File: src/design/dmrs_params.svh
// Constants for the DDR2 mode-register load controller.
// Notes on behaviour
// Main register load: all command pins and both bank bits low; A0-A12 captured.
// Every mode register must be written after power-up; contents start undefined.
// Load only with all banks precharged and clock enable already high.
// After each load wait the load delay before the next command.
// Loads in normal operation follow the same rules while all banks idle.
// Main bits A0-A2 burst length, A3 sequential or interleaved order.
// Main bits A4-A6 read latency; whole clocks only.
// Main A7 is test mode and written low; A8 requests loop reset.
// Main A9-A11 write recovery, recovery time over clock period, rounded up.
// Clock period below 1.875 ns forces the write recovery field to 000.
// Burst order wraps within four words, or XORs index with start.
// After the loop is enabled, wait 200 clocks before any read.
// First extended load: BA1 low, BA0 high, other command pins low.
// First extended A0 enables the loop, A1 selects reduced drive.
// First extended A3-A5 added latency, A7-A9 calibration, A10 strobe disable.
// Termination value is coded by first extended bits A2 and A6.
// First extended A11 is reserved and written zero.
// Adjustable calibration load carries the previous added latency unchanged.
// After default calibration state, a further load writes A9-A7 as 000.
// Second extended load: BA0 low, BA1 high; A7 high-temperature refresh rate.
// Second extended A3 duty cycle corrector; A4-A6, A8-A12 written zero.
// Second extended A0-A2 partial array refresh range; 000 when unused.
// Third extended register is selected with both bank bits high.
// Third extended register is written all zero apart from bank bits.
// Each register keeps its contents between loads; loads touch one register.
`ifndef DMRS_PARAMS_SVH
`define DMRS_PARAMS_SVH

`define DMRS_CLK_PERIOD_NS 10
`define DMRS_LOAD_DELAY_NS 20
`define DMRS_LOAD_DELAY_CYC ((`DMRS_LOAD_DELAY_NS + `DMRS_CLK_PERIOD_NS - 1) / `DMRS_CLK_PERIOD_NS)
`define DMRS_DLL_WAIT_CYC 8'hC8
`define DMRS_TCK_WAP_MIN_PS 16'h0753
`define DMRS_WR_MIN_CYC 16'h0002
`define DMRS_WR_MAX_CYC 16'h0008

`define DMRS_OFS_CTRL 8'h00
`define DMRS_OFS_TIMING 8'h04
`define DMRS_OFS_LOAD 8'h08
`define DMRS_OFS_STATUS 8'h0C
`define DMRS_OFS_SHADOW0 8'h10
`define DMRS_OFS_SHADOW1 8'h14
`define DMRS_OFS_SHADOW2 8'h18
`define DMRS_OFS_SHADOW3 8'h1C

`define DMRS_CTRL_CKE 0
`define DMRS_CTRL_PART_REFRESH 1
`define DMRS_CTRL_RST 32'h0000_0000
`define DMRS_TIMING_RST 32'h3A98_2710
`define DMRS_LOAD_TGT_LSB 16
`define DMRS_ST_BUSY 0
`define DMRS_ST_READ_OK 1
`define DMRS_ST_WRITTEN_LSB 2
`define DMRS_ST_ERR 6

`endif

File: src/design/dmrs_pkg.sv
// Types shared by the mode-register load controller.
package dmrs_pkg;
    typedef enum logic [3:0] {
        ST_IDLE = 4'h1,
        ST_DIV = 4'h2,
        ST_ISSUE = 4'h4,
        ST_WAIT = 4'h8
    } dmrs_state_t;

    typedef enum logic [1:0] {
        TGT_MAIN = 2'h0,
        TGT_EXT1 = 2'h1,
        TGT_EXT2 = 2'h2,
        TGT_EXT3 = 2'h3
    } dmrs_target_t;
endpackage

File: src/design/dmrs_tmr_if.sv
// Carrier between the controller and its command spacing timer.
`timescale 1ns/100ps
interface dmrs_tmr_if;
    logic start;
    logic [7:0] count;
    logic busy;
    modport ctrl (output start, output count, input busy);
    modport tmr (input start, input count, output busy);
endinterface

File: src/design/dmrs_delay_timer.sv
// Down counter that spaces commands after a register load.
`timescale 1ns/100ps
module dmrs_delay_timer (
    input wire logic clk,
    input wire logic rst_n,
    dmrs_tmr_if.tmr t
);
    logic [7:0] cnt_reg;

    // Loads on start, then counts down to zero.
    always_ff @(posedge clk) begin
        if (!rst_n) begin
            cnt_reg <= 8'h00;
        end else if (t.start) begin
            cnt_reg <= t.count;
        end else if (cnt_reg != 8'h00) begin
            cnt_reg <= cnt_reg - 8'h01;
        end
    end

    // Busy while counting.
    assign t.busy = (cnt_reg != 8'h00);
endmodule

File: src/design/dmrs_ctrl.sv
// Wishbone-driven controller that programs the DDR2 mode registers.
//
// Our own choices: the Wishbone slave port and the register addresses.
`timescale 1ns/100ps
`include "dmrs_params.svh"
module dmrs_ctrl (
    input wire logic clk,
    input wire logic rst_n,
    input wire logic wb_cyc_i,
    input wire logic wb_stb_i,
    input wire logic wb_we_i,
    input wire logic [7:0] wb_adr_i,
    input wire logic [3:0] wb_sel_i,
    input wire logic [31:0] wb_dat_i,
    output logic [31:0] wb_dat_o,
    output logic wb_ack_o,
    input wire logic banks_idle,
    output logic mem_cke,
    output logic mem_cs_n,
    output logic mem_ras_n,
    output logic mem_cas_n,
    output logic mem_we_n,
    output logic [1:0] mem_ba,
    output logic [12:0] mem_addr,
    output logic read_ok
);
    import dmrs_pkg::*;

    dmrs_state_t state_reg;
    dmrs_pkg::dmrs_target_t tgt_reg;
    logic [31:0] ctrl_reg;
    logic [31:0] timing_reg;
    logic [31:0] load_reg;
    logic [12:0] shadow_reg [0:3];
    logic [3:0] written_reg;
    logic err_reg;
    logic ack_reg;
    logic [31:0] dat_reg;
    logic [15:0] rem_reg;
    logic [15:0] wrc_reg;
    logic exit_pend_reg;
    logic [12:0] pay_reg;
    logic cke_reg;
    logic cke_prev_reg;
    logic [7:0] dll_cnt_reg;
    logic dll_seen_reg;
    logic read_ok_reg;
    logic cs_n_reg;
    logic ras_n_reg;
    logic cas_n_reg;
    logic we_n_reg;
    logic [1:0] ba_reg;
    logic [12:0] addr_reg;
    logic wb_acc;
    logic wb_wr;
    logic load_wr;
    logic fast_clk;
    logic cke_held;
    logic fire;
    logic fire_dll;
    logic [12:0] pay_fix;

    dmrs_tmr_if tmr ();

    dmrs_delay_timer u_timer (
        .clk(clk),
        .rst_n(rst_n),
        .t(tmr.tmr)
    );

    // Merges write data into a register under the byte lane selects.
    function automatic logic [31:0] wmerge(
        input logic [31:0] old_v,
        input logic [31:0] new_v,
        input logic [3:0] sel
    );
        logic [31:0] r;
        r = old_v;
        for (int i = 0; i < 4; i++) begin
            if (sel[i]) begin
                r[i*8 +: 8] = new_v[i*8 +: 8];
            end
        end
        return r;
    endfunction

    // Turns a recovery cycle count into its three-bit field, clamped.
    function automatic logic [2:0] wr_code(input logic [15:0] cyc);
        logic [15:0] c;
        c = cyc;
        if (c < `DMRS_WR_MIN_CYC) begin
            c = `DMRS_WR_MIN_CYC;
        end
        if (c > `DMRS_WR_MAX_CYC) begin
            c = `DMRS_WR_MAX_CYC;
        end
        c = c - 16'h0001;
        return c[2:0];
    endfunction

    // Forces reserved and dependent bits of a payload to legal values.
    function automatic logic [12:0] fix_payload(
        input dmrs_target_t tgt,
        input logic [12:0] a,
        input logic [2:0] add_lat,
        input logic [2:0] wr,
        input logic fast,
        input logic part_ref_en
    );
        logic [12:0] r;
        r = a;
        case (tgt)
            TGT_MAIN: begin
                r[7] = 1'b0;
                r[11:9] = fast ? 3'h0 : wr; // see R09
            end
            TGT_EXT1: begin
                r[11] = 1'b0;
                if (a[9:7] == 3'h4) begin
                    r[5:3] = add_lat;
                end
            end
            TGT_EXT2: begin
                r[6:4] = 3'h0;
                r[12:8] = 5'h00;
                if (!part_ref_en) begin
                    r[2:0] = 3'h0;
                end
            end
            default: begin
                r = 13'h0000;
            end
        endcase
        return r;
    endfunction

    // Bus decode and the derived gating terms.
    assign wb_acc = wb_cyc_i && wb_stb_i && !ack_reg;
    assign wb_wr = wb_acc && wb_we_i;
    assign load_wr = wb_wr && (wb_adr_i == `DMRS_OFS_LOAD) && (wb_sel_i == 4'hF);
    assign fast_clk = (timing_reg[15:0] < `DMRS_TCK_WAP_MIN_PS);
    assign cke_held = cke_reg && cke_prev_reg;
    assign fire = (state_reg == ST_ISSUE) && banks_idle && cke_held; // see R03
    assign fire_dll = fire && (((tgt_reg == TGT_EXT1) && !pay_reg[0])
        || ((tgt_reg == TGT_MAIN) && pay_reg[8]));
    assign pay_fix = fix_payload(tgt_reg, pay_reg, shadow_reg[1][5:3],
        wr_code(wrc_reg), fast_clk, ctrl_reg[`DMRS_CTRL_PART_REFRESH]);

    // Single-cycle acknowledge, dropped in the following cycle.
    always_ff @(posedge clk) begin
        if (!rst_n) begin
            ack_reg <= 1'b0;
        end else begin
            ack_reg <= wb_acc;
        end
    end

    // Software-written control, timing and load request registers.
    always_ff @(posedge clk) begin
        if (!rst_n) begin
            ctrl_reg <= `DMRS_CTRL_RST;
            timing_reg <= `DMRS_TIMING_RST;
            load_reg <= 32'h0000_0000;
        end else if (wb_wr) begin
            if (wb_adr_i == `DMRS_OFS_CTRL) begin
                ctrl_reg <= wmerge(ctrl_reg, wb_dat_i, wb_sel_i) & 32'h0000_0003;
            end
            if (wb_adr_i == `DMRS_OFS_TIMING) begin
                timing_reg <= wmerge(timing_reg, wb_dat_i, wb_sel_i);
            end
            if (load_wr && (state_reg == ST_IDLE)) begin
                load_reg <= wb_dat_i & 32'h0003_1FFF;
            end
        end
    end

    // Refused load flag: set by a load while busy; write one to clear, set wins.
    always_ff @(posedge clk) begin
        if (!rst_n) begin
            err_reg <= 1'b0;
        end else if (load_wr && (state_reg != ST_IDLE)) begin
            err_reg <= 1'b1;
        end else if (wb_wr && (wb_adr_i == `DMRS_OFS_STATUS)
            && wb_sel_i[0] && wb_dat_i[`DMRS_ST_ERR]) begin
            err_reg <= 1'b0;
        end
    end

    // Registered read data for every mapped offset; zero elsewhere.
    always_ff @(posedge clk) begin
        if (!rst_n) begin
            dat_reg <= 32'h0000_0000;
        end else if (wb_acc && !wb_we_i) begin
            case (wb_adr_i)
                `DMRS_OFS_CTRL: dat_reg <= ctrl_reg;
                `DMRS_OFS_TIMING: dat_reg <= timing_reg;
                `DMRS_OFS_LOAD: dat_reg <= load_reg;
                `DMRS_OFS_STATUS: begin
                    dat_reg <= {25'h0000000, err_reg, written_reg,
                        read_ok_reg, (state_reg != ST_IDLE)};
                end
                `DMRS_OFS_SHADOW0: dat_reg <= {19'h00000, shadow_reg[0]};
                `DMRS_OFS_SHADOW1: dat_reg <= {19'h00000, shadow_reg[1]};
                `DMRS_OFS_SHADOW2: dat_reg <= {19'h00000, shadow_reg[2]};
                `DMRS_OFS_SHADOW3: dat_reg <= {19'h00000, shadow_reg[3]};
                default: dat_reg <= 32'h0000_0000;
            endcase
        end
    end

    // Clock enable follows software and remembers its previous level.
    always_ff @(posedge clk) begin
        if (!rst_n) begin
            cke_reg <= 1'b0;
            cke_prev_reg <= 1'b0;
        end else begin
            cke_reg <= ctrl_reg[`DMRS_CTRL_CKE];
            cke_prev_reg <= cke_reg;
        end
    end

    // Sequencer: accept, compute recovery, issue, then hold the load delay.
    always_ff @(posedge clk) begin
        if (!rst_n) begin
            state_reg <= ST_IDLE;
            tgt_reg <= TGT_MAIN;
            pay_reg <= 13'h0000;
            rem_reg <= 16'h0000;
            wrc_reg <= 16'h0000;
            exit_pend_reg <= 1'b0;
        end else begin
            case (state_reg)
                ST_IDLE: begin
                    if (load_wr) begin
                        tgt_reg <= dmrs_target_t'(wb_dat_i[`DMRS_LOAD_TGT_LSB +: 2]);
                        pay_reg <= wb_dat_i[12:0];
                        rem_reg <= timing_reg[31:16];
                        wrc_reg <= 16'h0000;
                        if ((wb_dat_i[`DMRS_LOAD_TGT_LSB +: 2] == 2'h0) && !fast_clk) begin
                            state_reg <= ST_DIV;
                        end else begin
                            state_reg <= ST_ISSUE;
                        end
                    end
                end
                ST_DIV: begin
                    // Repeated subtraction gives the rounded-up quotient.
                    if (rem_reg == 16'h0000) begin
                        state_reg <= ST_ISSUE;
                    end else begin
                        wrc_reg <= wrc_reg + 16'h0001;
                        if (rem_reg > timing_reg[15:0]) begin
                            rem_reg <= rem_reg - timing_reg[15:0];
                        end else begin
                            rem_reg <= 16'h0000;
                        end
                    end
                end
                ST_ISSUE: begin
                    if (fire) begin
                        state_reg <= ST_WAIT;
                        if ((tgt_reg == TGT_EXT1) && (pay_fix[9:7] == 3'h7)) begin
                            exit_pend_reg <= 1'b1;
                        end
                    end
                end
                ST_WAIT: begin
                    if (!tmr.busy && !tmr.start) begin
                        if (exit_pend_reg) begin
                            exit_pend_reg <= 1'b0;
                            tgt_reg <= TGT_EXT1;
                            pay_reg <= shadow_reg[1] & 13'h1C7F;
                            state_reg <= ST_ISSUE;
                        end else begin
                            state_reg <= ST_IDLE;
                        end
                    end
                end
                default: begin
                    state_reg <= ST_IDLE;
                end
            endcase
        end
    end

    // Start the load delay in the cycle the command is driven.
    always_ff @(posedge clk) begin
        if (!rst_n) begin
            tmr.start <= 1'b0;
            tmr.count <= 8'h00;
        end else begin
            tmr.start <= fire;
            tmr.count <= 8'(`DMRS_LOAD_DELAY_CYC);
        end
    end

    // Mirror of each loaded register and the record of which were written.
    always_ff @(posedge clk) begin
        if (!rst_n) begin
            for (int i = 0; i < 4; i++) begin
                shadow_reg[i] <= 13'h0000;
            end
            written_reg <= 4'h0;
        end else if (fire) begin
            shadow_reg[tgt_reg] <= pay_fix;
            written_reg[tgt_reg] <= 1'b1;
        end
    end

    // Command pins: load command for one cycle, otherwise no-operation, or deselect while clock enable is low.
    always_ff @(posedge clk) begin
        if (!rst_n) begin
            cs_n_reg <= 1'b1;
            ras_n_reg <= 1'b1;
            cas_n_reg <= 1'b1;
            we_n_reg <= 1'b1;
            ba_reg <= 2'h0;
            addr_reg <= 13'h0000;
        end else if (fire) begin
            cs_n_reg <= 1'b0; // see R01, see R13, see R20
            ras_n_reg <= 1'b0;
            cas_n_reg <= 1'b0;
            we_n_reg <= 1'b0;
            ba_reg <= tgt_reg;
            addr_reg <= pay_fix;
        end else begin
            cs_n_reg <= !cke_reg;
            ras_n_reg <= 1'b1;
            cas_n_reg <= 1'b1;
            we_n_reg <= 1'b1;
            ba_reg <= 2'h0;
            addr_reg <= 13'h0000;
        end
    end

    // Loop settle counter holds reads off after an enable or reset load.
    always_ff @(posedge clk) begin
        if (!rst_n) begin
            dll_cnt_reg <= 8'h00;
            dll_seen_reg <= 1'b0;
            read_ok_reg <= 1'b0;
        end else begin
            if (fire_dll) begin
                dll_cnt_reg <= `DMRS_DLL_WAIT_CYC;
                dll_seen_reg <= 1'b1;
            end else if (dll_cnt_reg != 8'h00) begin
                dll_cnt_reg <= dll_cnt_reg - 8'h01;
            end
            read_ok_reg <= dll_seen_reg && (dll_cnt_reg == 8'h00) && !fire_dll;
        end
    end

    // Outputs straight from flip-flops.
    assign wb_ack_o = ack_reg;
    assign wb_dat_o = dat_reg;
    assign mem_cke = cke_reg;
    assign mem_cs_n = cs_n_reg;
    assign mem_ras_n = ras_n_reg;
    assign mem_cas_n = cas_n_reg;
    assign mem_we_n = we_n_reg;
    assign mem_ba = ba_reg;
    assign mem_addr = addr_reg;
    assign read_ok = read_ok_reg;
endmodule

File: config.mk
export PLATFORM = sky130hd
export DESIGN_NAME = dmrs_ctrl
export DESIGN_NICKNAME = d
export VERILOG_FILES = /design/src/design/dmrs_pkg.sv /design/src/design/dmrs_tmr_if.sv /design/src/design/dmrs_delay_timer.sv /design/src/design/dmrs_ctrl.sv
export VERILOG_INCLUDE_DIRS = /design/src /design/src/design
export SDC_FILE = /design/constraint.sdc
export NUM_CORES = 1
export LEC_CHECK = 0
export BUFFER_PORTS_ARGS = -buffer_cell sky130_fd_sc_hd__buf_2
export CORE_MARGIN = 1.5
export CORE_UTILIZATION = 49
export DETAILED_ROUTE_END_ITERATION = 12
export PLACE_DENSITY = 0.79
export SLEW_MARGIN = 40
export SYNTH_ARGS = -nofsm -noshare
export SYNTH_HDL_FRONTEND = slang
export SYNTH_HIERARCHICAL = 1
export SYNTH_SLANG_ARGS = --single-unit
File: constraint.sdc
create_clock -name clk -period 2.73 [get_ports clk]
set_clock_uncertainty 0.05 [all_clocks]
set_input_delay 0 -clock clk [delete_from_list [all_inputs] [get_ports clk]]
set_output_delay 0 -clock clk [all_outputs]
set_load 0.03 [all_outputs]
Word level (Yosys, flattened, before mapping)
Memories as Yosys holds them, arrays and structs flattened. Cells that the tools add are included.

Register bits after elaboration: 185. Bits in writable memories: 52. Input bits: 50. Word-level logic and storage cells: 187. Memories kept: 1.

Add/subtract/negate cells: 5. Magnitude comparators: 6. Equality and inequality tests: 24. Muxes and demuxes: 59. Bitwise operators: 2. Reduce and logical (&&, ||, !) cells: 61.

Memories: shadow_reg (words 4, bits a word 13, rd ports 4, clocked after memory_dff 0, wr ports 4, RTL line dmrs_ctrl.sv:34) `logic [12:0] shadow_reg [0:3];`.

Operator list (count): $pmux 32 s8 (1); $mux 16 (6); $pmux 16 s2 (2); $mux 13 (4); $eq 8x5->1 const B (4); $mux 8 (4); $pmux 13 s2 (1); $logic_and 1x1->1 (23); $mux 1 (18); $mux 3 (6); $reduce_and 3->1 (6); $add 16x1->16 const B (1); $eq 8x4->1 const B (2); $gt 16x16->1 (1); $gt 16x4->1 const B (1); $logic_not 16->1 (1); $logic_not 8->1 (2); $lt 16x11->1 const B (1); $lt 16x2->1 const B (1); $mux 4 (4); $pmux 4 s4 (1); $reduce_bool 8->1 (2); $sub 16x16->16 (1); $sub 8x1->8 const B (2); 29 further kinds (62).

Depth between registers and ports, before layout
Gate-level depths: netlist of run 1.

Depth in word-level cells: 12. Depth in mapped cells: 11. Gate-level depth less buffers: 10.

Modules after synthesis
Netlist of run 1, hierarchy kept.

Modules (own cells, without submodules): dmrs_ctrl (times used 1, cells each 1149, area an instance 10373.7 sq um, sequential area each 4944.7 sq um); dmrs_delay_timer (times used 1, cells each 54, area an instance 480.5 sq um, sequential area each 160.2 sq um).

Worst setup path after synthesis of run 1
OpenSTA, ideal clock, no wires.

Path type: register to register. From: register state_reg[2]. To: memory shadow_reg[3][0], enable pin. Library setup time: 0.404 ns. Arrival: 2.390 ns. Required time: 2.276 ns. Slack: -0.114 ns. Cell stages (with the launch flop): 5. Buffers on the path: 1. Period minus slack after synthesis: 2.844 ns. Cells stage by stage: dfxtp_1 -> buf_2 -> or4b_1 -> or2_2 -> o31ai_1.

RTL lines: from (decl) (RTL line dmrs_ctrl.sv:29) `dmrs_state_t state_reg;`; from (signal assigned) (RTL line dmrs_ctrl.sv:225) `state_reg <= ST_IDLE;`; from (signal assigned) (RTL line dmrs_ctrl.sv:240) `state_reg <= ST_DIV;`; from (signal assigned) (RTL line dmrs_ctrl.sv:242) `state_reg <= ST_ISSUE;`; to (decl) (RTL line dmrs_ctrl.sv:34).

Worst setup path after layout of run 1
From: register ack_reg (netlist: wb_ack_o). To: register timing_reg[21].

Word-level cells in the longest chain between the ends: 4.

RTL lines: from (decl) (RTL line dmrs_ctrl.sv:37) `logic ack_reg;`; from (signal assigned) (RTL line dmrs_ctrl.sv:154) `ack_reg <= wb_acc;`; $logic_not 1->1 (RTL line dmrs_ctrl.sv:138) `assign wb_acc = wb_cyc_i && wb_stb_i && !ack_reg;`; $logic_and 1x1->1 (RTL line dmrs_ctrl.sv:138); $logic_and 1x1->1 (RTL line dmrs_ctrl.sv:139) `assign wb_wr = wb_acc && wb_we_i;`; $reduce_and 3->1 (no line); to (signal assigned) (RTL line dmrs_ctrl.sv:162) `` timing_reg <= `DMRS_TIMING_RST; ``; to (signal assigned) (RTL line dmrs_ctrl.sv:169) `timing_reg <= wmerge(timing_reg, wb_dat_i, wb_sel_i);`; to (decl) (RTL line dmrs_ctrl.sv:32) `logic [31:0] timing_reg;`.

No other way between the ends. A chain may end at the register's enable or synchronous reset.

==> metrics.txt, run 1 <==
# setup viols final 0; peak supply drop 0.4791 mV; Slew @ Worst Pin 820.0 ps; Pre-antenna DRT Iters 6; Total Power 8.087 mW; static leakage ~5.1 nW; die extent in y roughly 150 µm; multi-input combinational cell area 5303 µm²; row count 54; Tcrit/Tclk final 97.85%; initial antenna violation count 0; Num CTS Buffers 25; final hold vios 0; nets@finish 1464; drt drc 0; vias in the first global route 9587; Crit-path slowest cell dlygate4sd3_1; number of fill cells around 1800; most common flop cell mapped by yosys dfxtp_1; most used cell, CP dlygate4sd3_1; crit path time final 2671 ps; TNS Setup 0 ps; largest net degree at the start of global routing 34; sequential fraction of the synthesis area 47.03%; Buf/Inv on CP 3; outcome finished clean; Synth cell types 86; gpl congestion 0.9551; cell area after synthesis around 11000 µm²; non-filler cells, final 1687; TritonCTS clock tree done; Largest register FFs 52; Crit path max-delay family buffers and inverters; global-route wire length before repair 50030 µm; Worst setup SP type flip-flop; Vias 9872; gr usage total 26.64%; Syn Inst Count about 1200; 1st-iter DRT viols about 1100; cell area power density ~600 nW/µm²; Initial Util 49.89%; placed cells 1565; Longest Clk Path Bufs 3; CP required ~3100 ps; CTS sink cnt 229; CP endpoint kind flip-flop; CTS root buf clkbuf_16; Post-synth ARST share 0%; Seq cells post-synth 229; max-slew violation count 0; Worst Path Max Fanout 9; Sequential Area 5105 µm²; ranking of synthesized cells by area dfxtp_1 33%, edfxtp_1 14%, nand2_1 6.3%; Slew HR between 40% and 50%; core area between 20000 and 25000 µm²; WP data arrival 3080 ps; Area Overhead vs Synth 23.65%; Synth top cells by count 182 x nand2_1, 177 x dfxtp_1, 142 x nor2_1, 100 x a21oi_1, 63 x nand3_1; wire per inst 18.86 µm; vias per cell 5.852; final instance area between 10000 and 15000 µm²; cell taking the most area after synthesis dfxtp_1; fmax 374.3 MHz; CTS clk-pin slew, worst paths 60 ps; CP cell instances and4b_2 > buf_4 > and3_2 > nand2_1 > dlygate4sd3_1 > a21oi_1 > dlygate4sd3_1; most frequent cell after synthesis nand2_1; Yosys top cell area share ~33%; syn_area_per_cell about 9.0 µm²; GR Overflow Total 0; Post-synth EDFFs 52; max cap viols 0; synth warn 6; layout cells sized above 1 between 10% and 20%; crit path kind reg2reg; dpl cell area 11810 µm²; die width 151.8 µm; max incr delay on CP 570 ps; routed wire length around 32000 µm; IO buf count ~100; HP Class in2reg; # IOs approximately 100; Antenna Cells 0; DP HPWL 21500 µm; Routed Antenna Nets 0; Die ar. approximately 23000 µm²; H-tree Lvls 1; Clock Latency Late Sink between 500 and 600 ps
## per-stage QoR
stage,util (%),setup WS (ps),hold WS [ps]
CTS,61.40,41.05,1.699
detailed placement,54.28,126.4,166.1
global placement,54.28,187.6,165.1
floorplan,-,154.7,-22.28
finish,61.69,58.60,8.667
global route,61.69,-39.75,33.94
## layout make-up
cell class	count	share of cell area, %
Clock inverter	13	1.147
Sequential cell	229	38.03
Tap cell	280	2.610
Inverter	43	1.212
Multi-Input combinational cell	862	39.51
Clock buffer	33	5.109
Timing Repair Buffer	227	12.38
## report_power, final
part / internal (mW) / switching [mW] / total (mW)
logic: 0.453 / 0.500 / 0.953
clock network: 2.06 / 1.40 / 3.46
registers: 3.58 / 0.0964 / 3.68
total: 6.09 / 2.00 / 8.09
## path summary, 6_finish.rpt
path / startpoint / depth (start not counted) / endpoint / slack, ps
max: wb_ack_o / 7 / timing_reg[21] / 60
min: wb_sel_i[3] / 4 / timing_reg[26] / 9
max reg2reg: wb_ack_o / 7 / timing_reg[21] / 60
min reg2reg: mem_cke / 1 / mem_cs_n / 370
## worst min-delay path: stages
cell and delay (ps):
buf_2 130, and3_2 240, nand2_1 100, a21oi_1 60
## routing by layer
metal | track usage [%] | share of wire (%) | vias up
met1 | 35.87 | 41 | 4649
li1 | - | - | 4640
met4 | 9.663 | 3.7 | 0
met5 | 0 | 0 | -
met3 | 4.164 | 8.4 | 89
met2 | 43.46 | 46 | 494
## repair_timing
action | CTS | global route
hold buffers | 71 | 0
setup buffers | 0 | 4
endpoints found under the setup margin | 0 | 15
gates resized for setup | 0 | 6
hold endpoints to repair | 90 | 0
## cell families (layout without fill, tap and decap cells)
family	after synthesis	count (layout)	share of synthesized area (%)
flip-flops	229	229	47.03
adder cells (fa/ha/maj)	26	26	3.066
multiplexers	33	33	4.277
XOR/XNOR	33	33	2.663
buffers and inverters	119	316	4.772
AO/OA/AOI/OAI	264	265	16.78
AND/OR/NAND/NOR	498	498	21.37
other	1	7	0.03455
## placed cells by master (no fill, tap or decap), types with 12 or more instances in the layout
cell type      netlist  routed
a22oi_1             20      20
dlygate4sd3_1        0      71
clkbuf_16            0      25
nand3_1             63      63
buf_4                5      50
o21ai_0             34      33
edfxtp_1            52      52
dfxtp_1            177     177
nand2_1            182     182
ha_1                25      25
a211oi_1            16      16
inv_1               41      40
nor2_1             142     142
xnor2_1             25      25
buf_2               25     103
nand4_1             12      12
a21oi_1            100     100
mux2i_1             19      19
nor3_1              28      27
Note: power is estimated with default switching activity, not from simulation.
==> inputs of run 2 (changes only) <==
- CTS_CLUSTER_DIAMETER: default -> 120
- RECOVER_POWER: default -> 50
==> run 2 against run 1 <==
Effect of this change: critical path depth unchanged; count of clock-buffer cells in the layout unchanged; sequential power about the same; largest cell class unchanged; largest power group unchanged; highest routed layer unchanged.
==> metrics.txt, run 2 (synthesis results as in run 1) <==
gpl congestion 0.9551 (unchanged); peak supply drop 0.4789 mV (about the same); # setup viols final 0 (unchanged); Pre-antenna DRT Iters 6 (unchanged); Antenna Cells 0 (unchanged); nets@finish 1464 (unchanged); WP data arrival 3070 ps (about the same); crit path time final 2661 ps (-9.944 ps); Slew HR 16.83% (-28 points); max incr delay on CP 570 ps (about the same); pre-CTS setup slack 126.4 ps (unchanged); CP endpoint kind flip-flop; Clock Latency Late Sink 530 ps (about the same); max-slew violation count 0 (unchanged); final hold slack 8.984 ps (+0.3172 ps); largest net degree at the start of global routing 34 (unchanged); routed wire length 31830 µm (about the same); DP HPWL 21500 µm (unchanged); die extent in y 151.8 µm (unchanged); TNS Setup 0 ps (unchanged); vias per cell 5.915 (+1.1%); CP cell instances and4b_2 > buf_4 > and3_2 > nand2_1 > dlygate4sd3_1 > a21oi_1 > dlygate4sd3_1; wire per inst 18.87 µm (about the same); Die ar. 23050 µm² (unchanged); Slew @ Worst Pin 1248 ps (+427.6 ps); global-route wire length before repair 50030 µm (unchanged); die width 151.8 µm (unchanged); worst setup margin 68.54 ps (+9.944 ps); # IOs 104 (unchanged); core area 21760 µm² (unchanged); Num CTS Buffers 25 (unchanged); Routed Antenna Nets 0 (unchanged); layout cells sized above 1 14.85% (-4.0 points); IO buf count 103 (unchanged); drt drc 0 (unchanged); H-tree Lvls 1 (unchanged); final hold vios 0 (unchanged); crit path kind reg2reg; worst r2r path cells 7 (unchanged); Tcrit/Tclk final 97.49% (-0.36 points); CP required 3140 ps (about the same); TritonCTS clock tree done; GR Overflow Total 0 (unchanged); Worst Path Max Fanout 9 (unchanged); static leakage 4.858 nW (-4.6%); Initial Util 49.89% (unchanged); hold path cells 4 (unchanged); max cap viols 0 (unchanged); row count 54 (unchanged); utilization after layout 61.36% (-0.33 points); Area Overhead vs Synth 22.99%; most common cell after layout, fill and taps aside nand2_1; Worst setup SP type flip-flop; 1st-iter DRT viols 1109 (-0.36%); outcome finished clean; CTS sink cnt 229 (unchanged); HP Class in2reg; cell area power density 604.9 nW/µm² (+0.40%); Largest register FFs 52 (unchanged); fmax 375.7 MHz (+0.37%); initial antenna violation count 0 (unchanged); most used cell, CP dlygate4sd3_1; Vias 9978 (+1.1%); vias in the first global route 9587 (unchanged); CTS clk-pin slew, worst paths 60 ps (about the same); leading cell types in the layout, fill and taps excluded 182 x nand2_1, 177 x dfxtp_1, 142 x nor2_1; CTS root buf clkbuf_16; Crit-path slowest cell dlygate4sd3_1; FF-to-FF setup slack 70 ps (about the same); Longest Clk Path Bufs 3 (unchanged); gr usage total 26.64% (unchanged)
## run 2: cell count changes in the layout (fill, tap and decap cells not counted)
cell      previous run  this run
and2_0               0         1
and2_1               6         5
buf_2              103        48
buf_4               50        49
clkbuf_1             5        61
## run 2: final timing paths
kind / from / end
worst max-delay path: wb_ack_o / timing_reg[21]
worst max register to register: wb_ack_o / timing_reg[21]
worst min-delay path: wb_sel_i[3] / timing_reg[26]
worst min register to register: mem_cke / mem_cs_n
## run 2: stage by stage
stage	total power, mW	std cells	cell area, µm²
global route	8.353	1687	13350
CTS	8.102	1682	13360
floorplan	4.358	1209	10880
global placement	4.602	1565	11810
detailed placement	4.640	1565	11810
finish	8.075	1687	13350
## run 2: layer usage
layer	wire, µm	share of wire (%)	GRT usage [%]	vias to the layer above
li1	-	-	-	4634
met1	12830	40	35.87	4676
met2	14730	46	43.46	574
met3	3073	9.7	4.164	94
met4	1197	3.8	9.663	0
met5	0	0	0	-
## run 2: final cells by class
type	instances	area (µm²)
Clock inverter	13	153.9
Tap cell	280	350.3
Clock buffer	33	685.7
Inverter	43	162.7
Timing Repair Buffer	227	1589
Fill cell	1818	8407
Multi-Input combinational cell	862	5303
Sequential cell	229	5105
## run 2: timing repair
item                                    in CTS  in global routing
gates resized for setup                      0                  6
hold buffers                                71                  0
endpoints found under the hold margin       90                  0
buffers inserted                             0                  4
endpoints found under the setup margin       0                 15
## run 2: critical path: cells and delay by family (launching register included)
family / cells / cell delay, ps
buf+inv: 3 / 1330
simple gates: 3 / 720
flops: 1 / 350
compound gates: 1 / 150
## run 2: report_power, final
group	leakage [nW]	switching (mW)	total [mW]	internal [mW]
combinational	2.49	0.500	0.952	0.452
clock	0.406	1.39	3.45	2.06
sequential	1.96	0.0971	3.68	3.58
total	4.86	1.99	8.08	6.09
==> inputs of run 3 (changes only) <==
==> constraint.sdc (replaced) <==
create_clock -name clk -period 2.73 [get_ports clk]
set_clock_uncertainty 0.05 [all_clocks]
set_input_delay 0.273 -clock clk [delete_from_list [all_inputs] [get_ports clk]]
set_output_delay 0.273 -clock clk [all_outputs]
set_load 0.03 [all_outputs]
==> run 3 against run 2 <==
Effect of this change: fmax grew 2.7%; flip-flop and latch count is the same; setup slack gained 71 ps; sequential power is essentially flat; design area shrank 3.3%; die area is the same; combinational power shrank 2.5%; wire length shrank 2.8%; final cell count shrank 2.5%; power shrank 1.1%; utilization shrank 2.0 points; non-clock buffer count shrank 42.
==> metrics.txt, run 3 (synthesis results as in run 1) <==
Tcrit/Tclk final 94.90% (-2.6 points); vias per cell 5.864 (-0.85%); CTS clk-pin slew, worst paths 60 ps (about the same); global-route wire length before repair 48230 µm (-3.6%); fmax 386.0 MHz (+2.7%); core area 21760 µm² (unchanged); row count 54 (unchanged); die extent in y 151.8 µm (unchanged); dpl cell area 11820 µm² (about the same); crit path kind reg2reg; CTS sink cnt 229 (unchanged); pre-CTS setup slack 85.64 ps (-40.81 ps); Num CTS Buffers 25 (unchanged); Clock Latency Late Sink 530 ps (about the same); routed length on met2 14150 µm (-4.0%); layout cells sized above 1 14.22% (-0.63 points); max cap viols 0 (unchanged); DP HPWL 21990 µm (+2.3%); leading cell types in the layout, fill and taps excluded 183 x nand2_1, 177 x dfxtp_1, 144 x nor2_1; 1st-iter DRT viols 1264 (+14%); CP required 3100 ps (-40 ps); Largest register FFs 52 (unchanged); TNS Setup 0 ps (unchanged); gpl congestion 0.9677 (+1.3%); initial antenna violation count 0 (unchanged); static leakage 4.743 nW (-2.4%); crit path time final 2591 ps (-70.71 ps); Antenna Cells 0 (unchanged); IO buf count 103 (unchanged); peak supply drop 0.4863 mV (+1.6%); Routed Antenna Nets 0 (unchanged); HP Class in2reg; setup repair after global routing missed its margin no; gr usage total 25.72% (-0.92 points); WP data arrival 2960 ps (-110 ps); number of fill cells 1830 (+0.66%); die width 151.8 µm (unchanged); nets@finish 1422 (-2.9%); GR Overflow Total 0 (unchanged); metal3 WL 2603 µm (-15%); Slew @ Worst Pin 1121 ps (-126.3 ps); Die ar. 23050 µm² (unchanged); # IOs 104 (unchanged); Vias 9641 (-3.4%); TritonCTS clock tree done; vias in the first global route 9008 (-6.0%); max-slew violation count 0 (unchanged); final hold vios 0 (unchanged); wire per inst 18.81 µm (-0.30%); Slew HR 25.25% (+8.4 points); cell area power density 618.7 nW/µm² (+2.3%); H-tree Lvls 1 (unchanged); Area Overhead vs Synth 18.90%; utilization after layout 59.32% (-2.0 points); Worst Path Max Fanout 8 (-1); wire length on met1 12910 µm (+0.65%); Pre-antenna DRT Iters 7 (+1); # setup viols final 0 (unchanged); largest net degree at the start of global routing 32 (-5.9%); drt drc 0 (unchanged); routed wire length 30930 µm (-2.8%); final instance area 12910 µm² (-3.3%); final hold slack 16.09 ps (+7.101 ps); Initial Util 49.89% (unchanged); FF-to-FF setup slack 140 ps (+70 ps); CTS root buf clkbuf_16; worst setup margin 139.3 ps (+70.71 ps); most common cell after layout, fill and taps aside nand2_1; Longest Clk Path Bufs 3 (unchanged); Top Layer Used met4; CP endpoint kind flip-flop; outcome finished clean; Worst setup SP type flip-flop
[run 3: cell types whose count changed in the layout (fill, tap and decap cells not counted), moves of 2 or more]
cell           delta
nor2_1            +2
clkinv_2          +2
clkbuf_1          +5
nor2_2            -2
and3_1            +2
and3_2            -2
buf_4             -8
dlygate4sd3_1    -43
a221oi_2          -2
[run 3: layout make-up]
type | count | area [µm²] | share of cell area [%]
clock inverter | 14 | 141.4 | 1.095
clock buffer | 31 | 688.2 | 5.332
sequential | 229 | 5105 | 39.55
multi-input combinational | 862 | 5310 | 41.14
inverter | 43 | 162.7 | 1.260
tap | 280 | 350.3 | 2.714
timing repair buffer | 185 | 1149 | 8.900
[run 3: critical path, stage by stage, from the launching register on]
cell and delay [ps]:
dfxtp_1 400, ha_1 190, inv_1 60, fa_1 400, a21o_1 230, a221oi_4 300
o311ai_4 160, a21o_2 360, a221oi_2 260, nor2_1 70
[run 3: path summary, 6_finish.rpt]
kind	depth (start not counted)	endpoint	start
worst max-delay path	9	rem_reg[2]	timing_reg[0]
worst min-delay path	3	load_reg[4]	wb_dat_i[4]
worst max register to register	9	rem_reg[2]	timing_reg[0]
worst min register to register	1	mem_cs_n	mem_cke
[run 3: metrics by stage]
| step | power (mW) | std cells |
|---|---|---|
| finish | 7.985 | 1644 |
| global route | 8.249 | 1644 |
| CTS | 8.035 | 1639 |
| detailed placement | 4.644 | 1566 |
| global placement | 4.610 | 1566 |
| floorplan | 4.358 | 1209 |
[run 3: timing repair]
item	in CTS	in global routing
endpoints found under the setup margin	0	14
setup buffers	0	4
hold buffers	28	0
hold endpoints to repair	30	0
gates resized for setup	0	5
[run 3: power by group]
part	switching, mW	leakage [nW]	total (mW)	internal, mW
Sequential	0.0965	1.96	3.68	3.58
Clock	1.39	0.410	3.38	1.99
Combinational	0.497	2.37	0.928	0.431
Total	1.99	4.74	7.99	6.00
[run 3: layer usage]
metal / up-vias / GRT usage (%)
met5: - / 0
met2: 437 / 40.47
li1: 4554 / -
met3: 96 / 4.421
met4: 0 / 10.45
met1: 4554 / 35.22
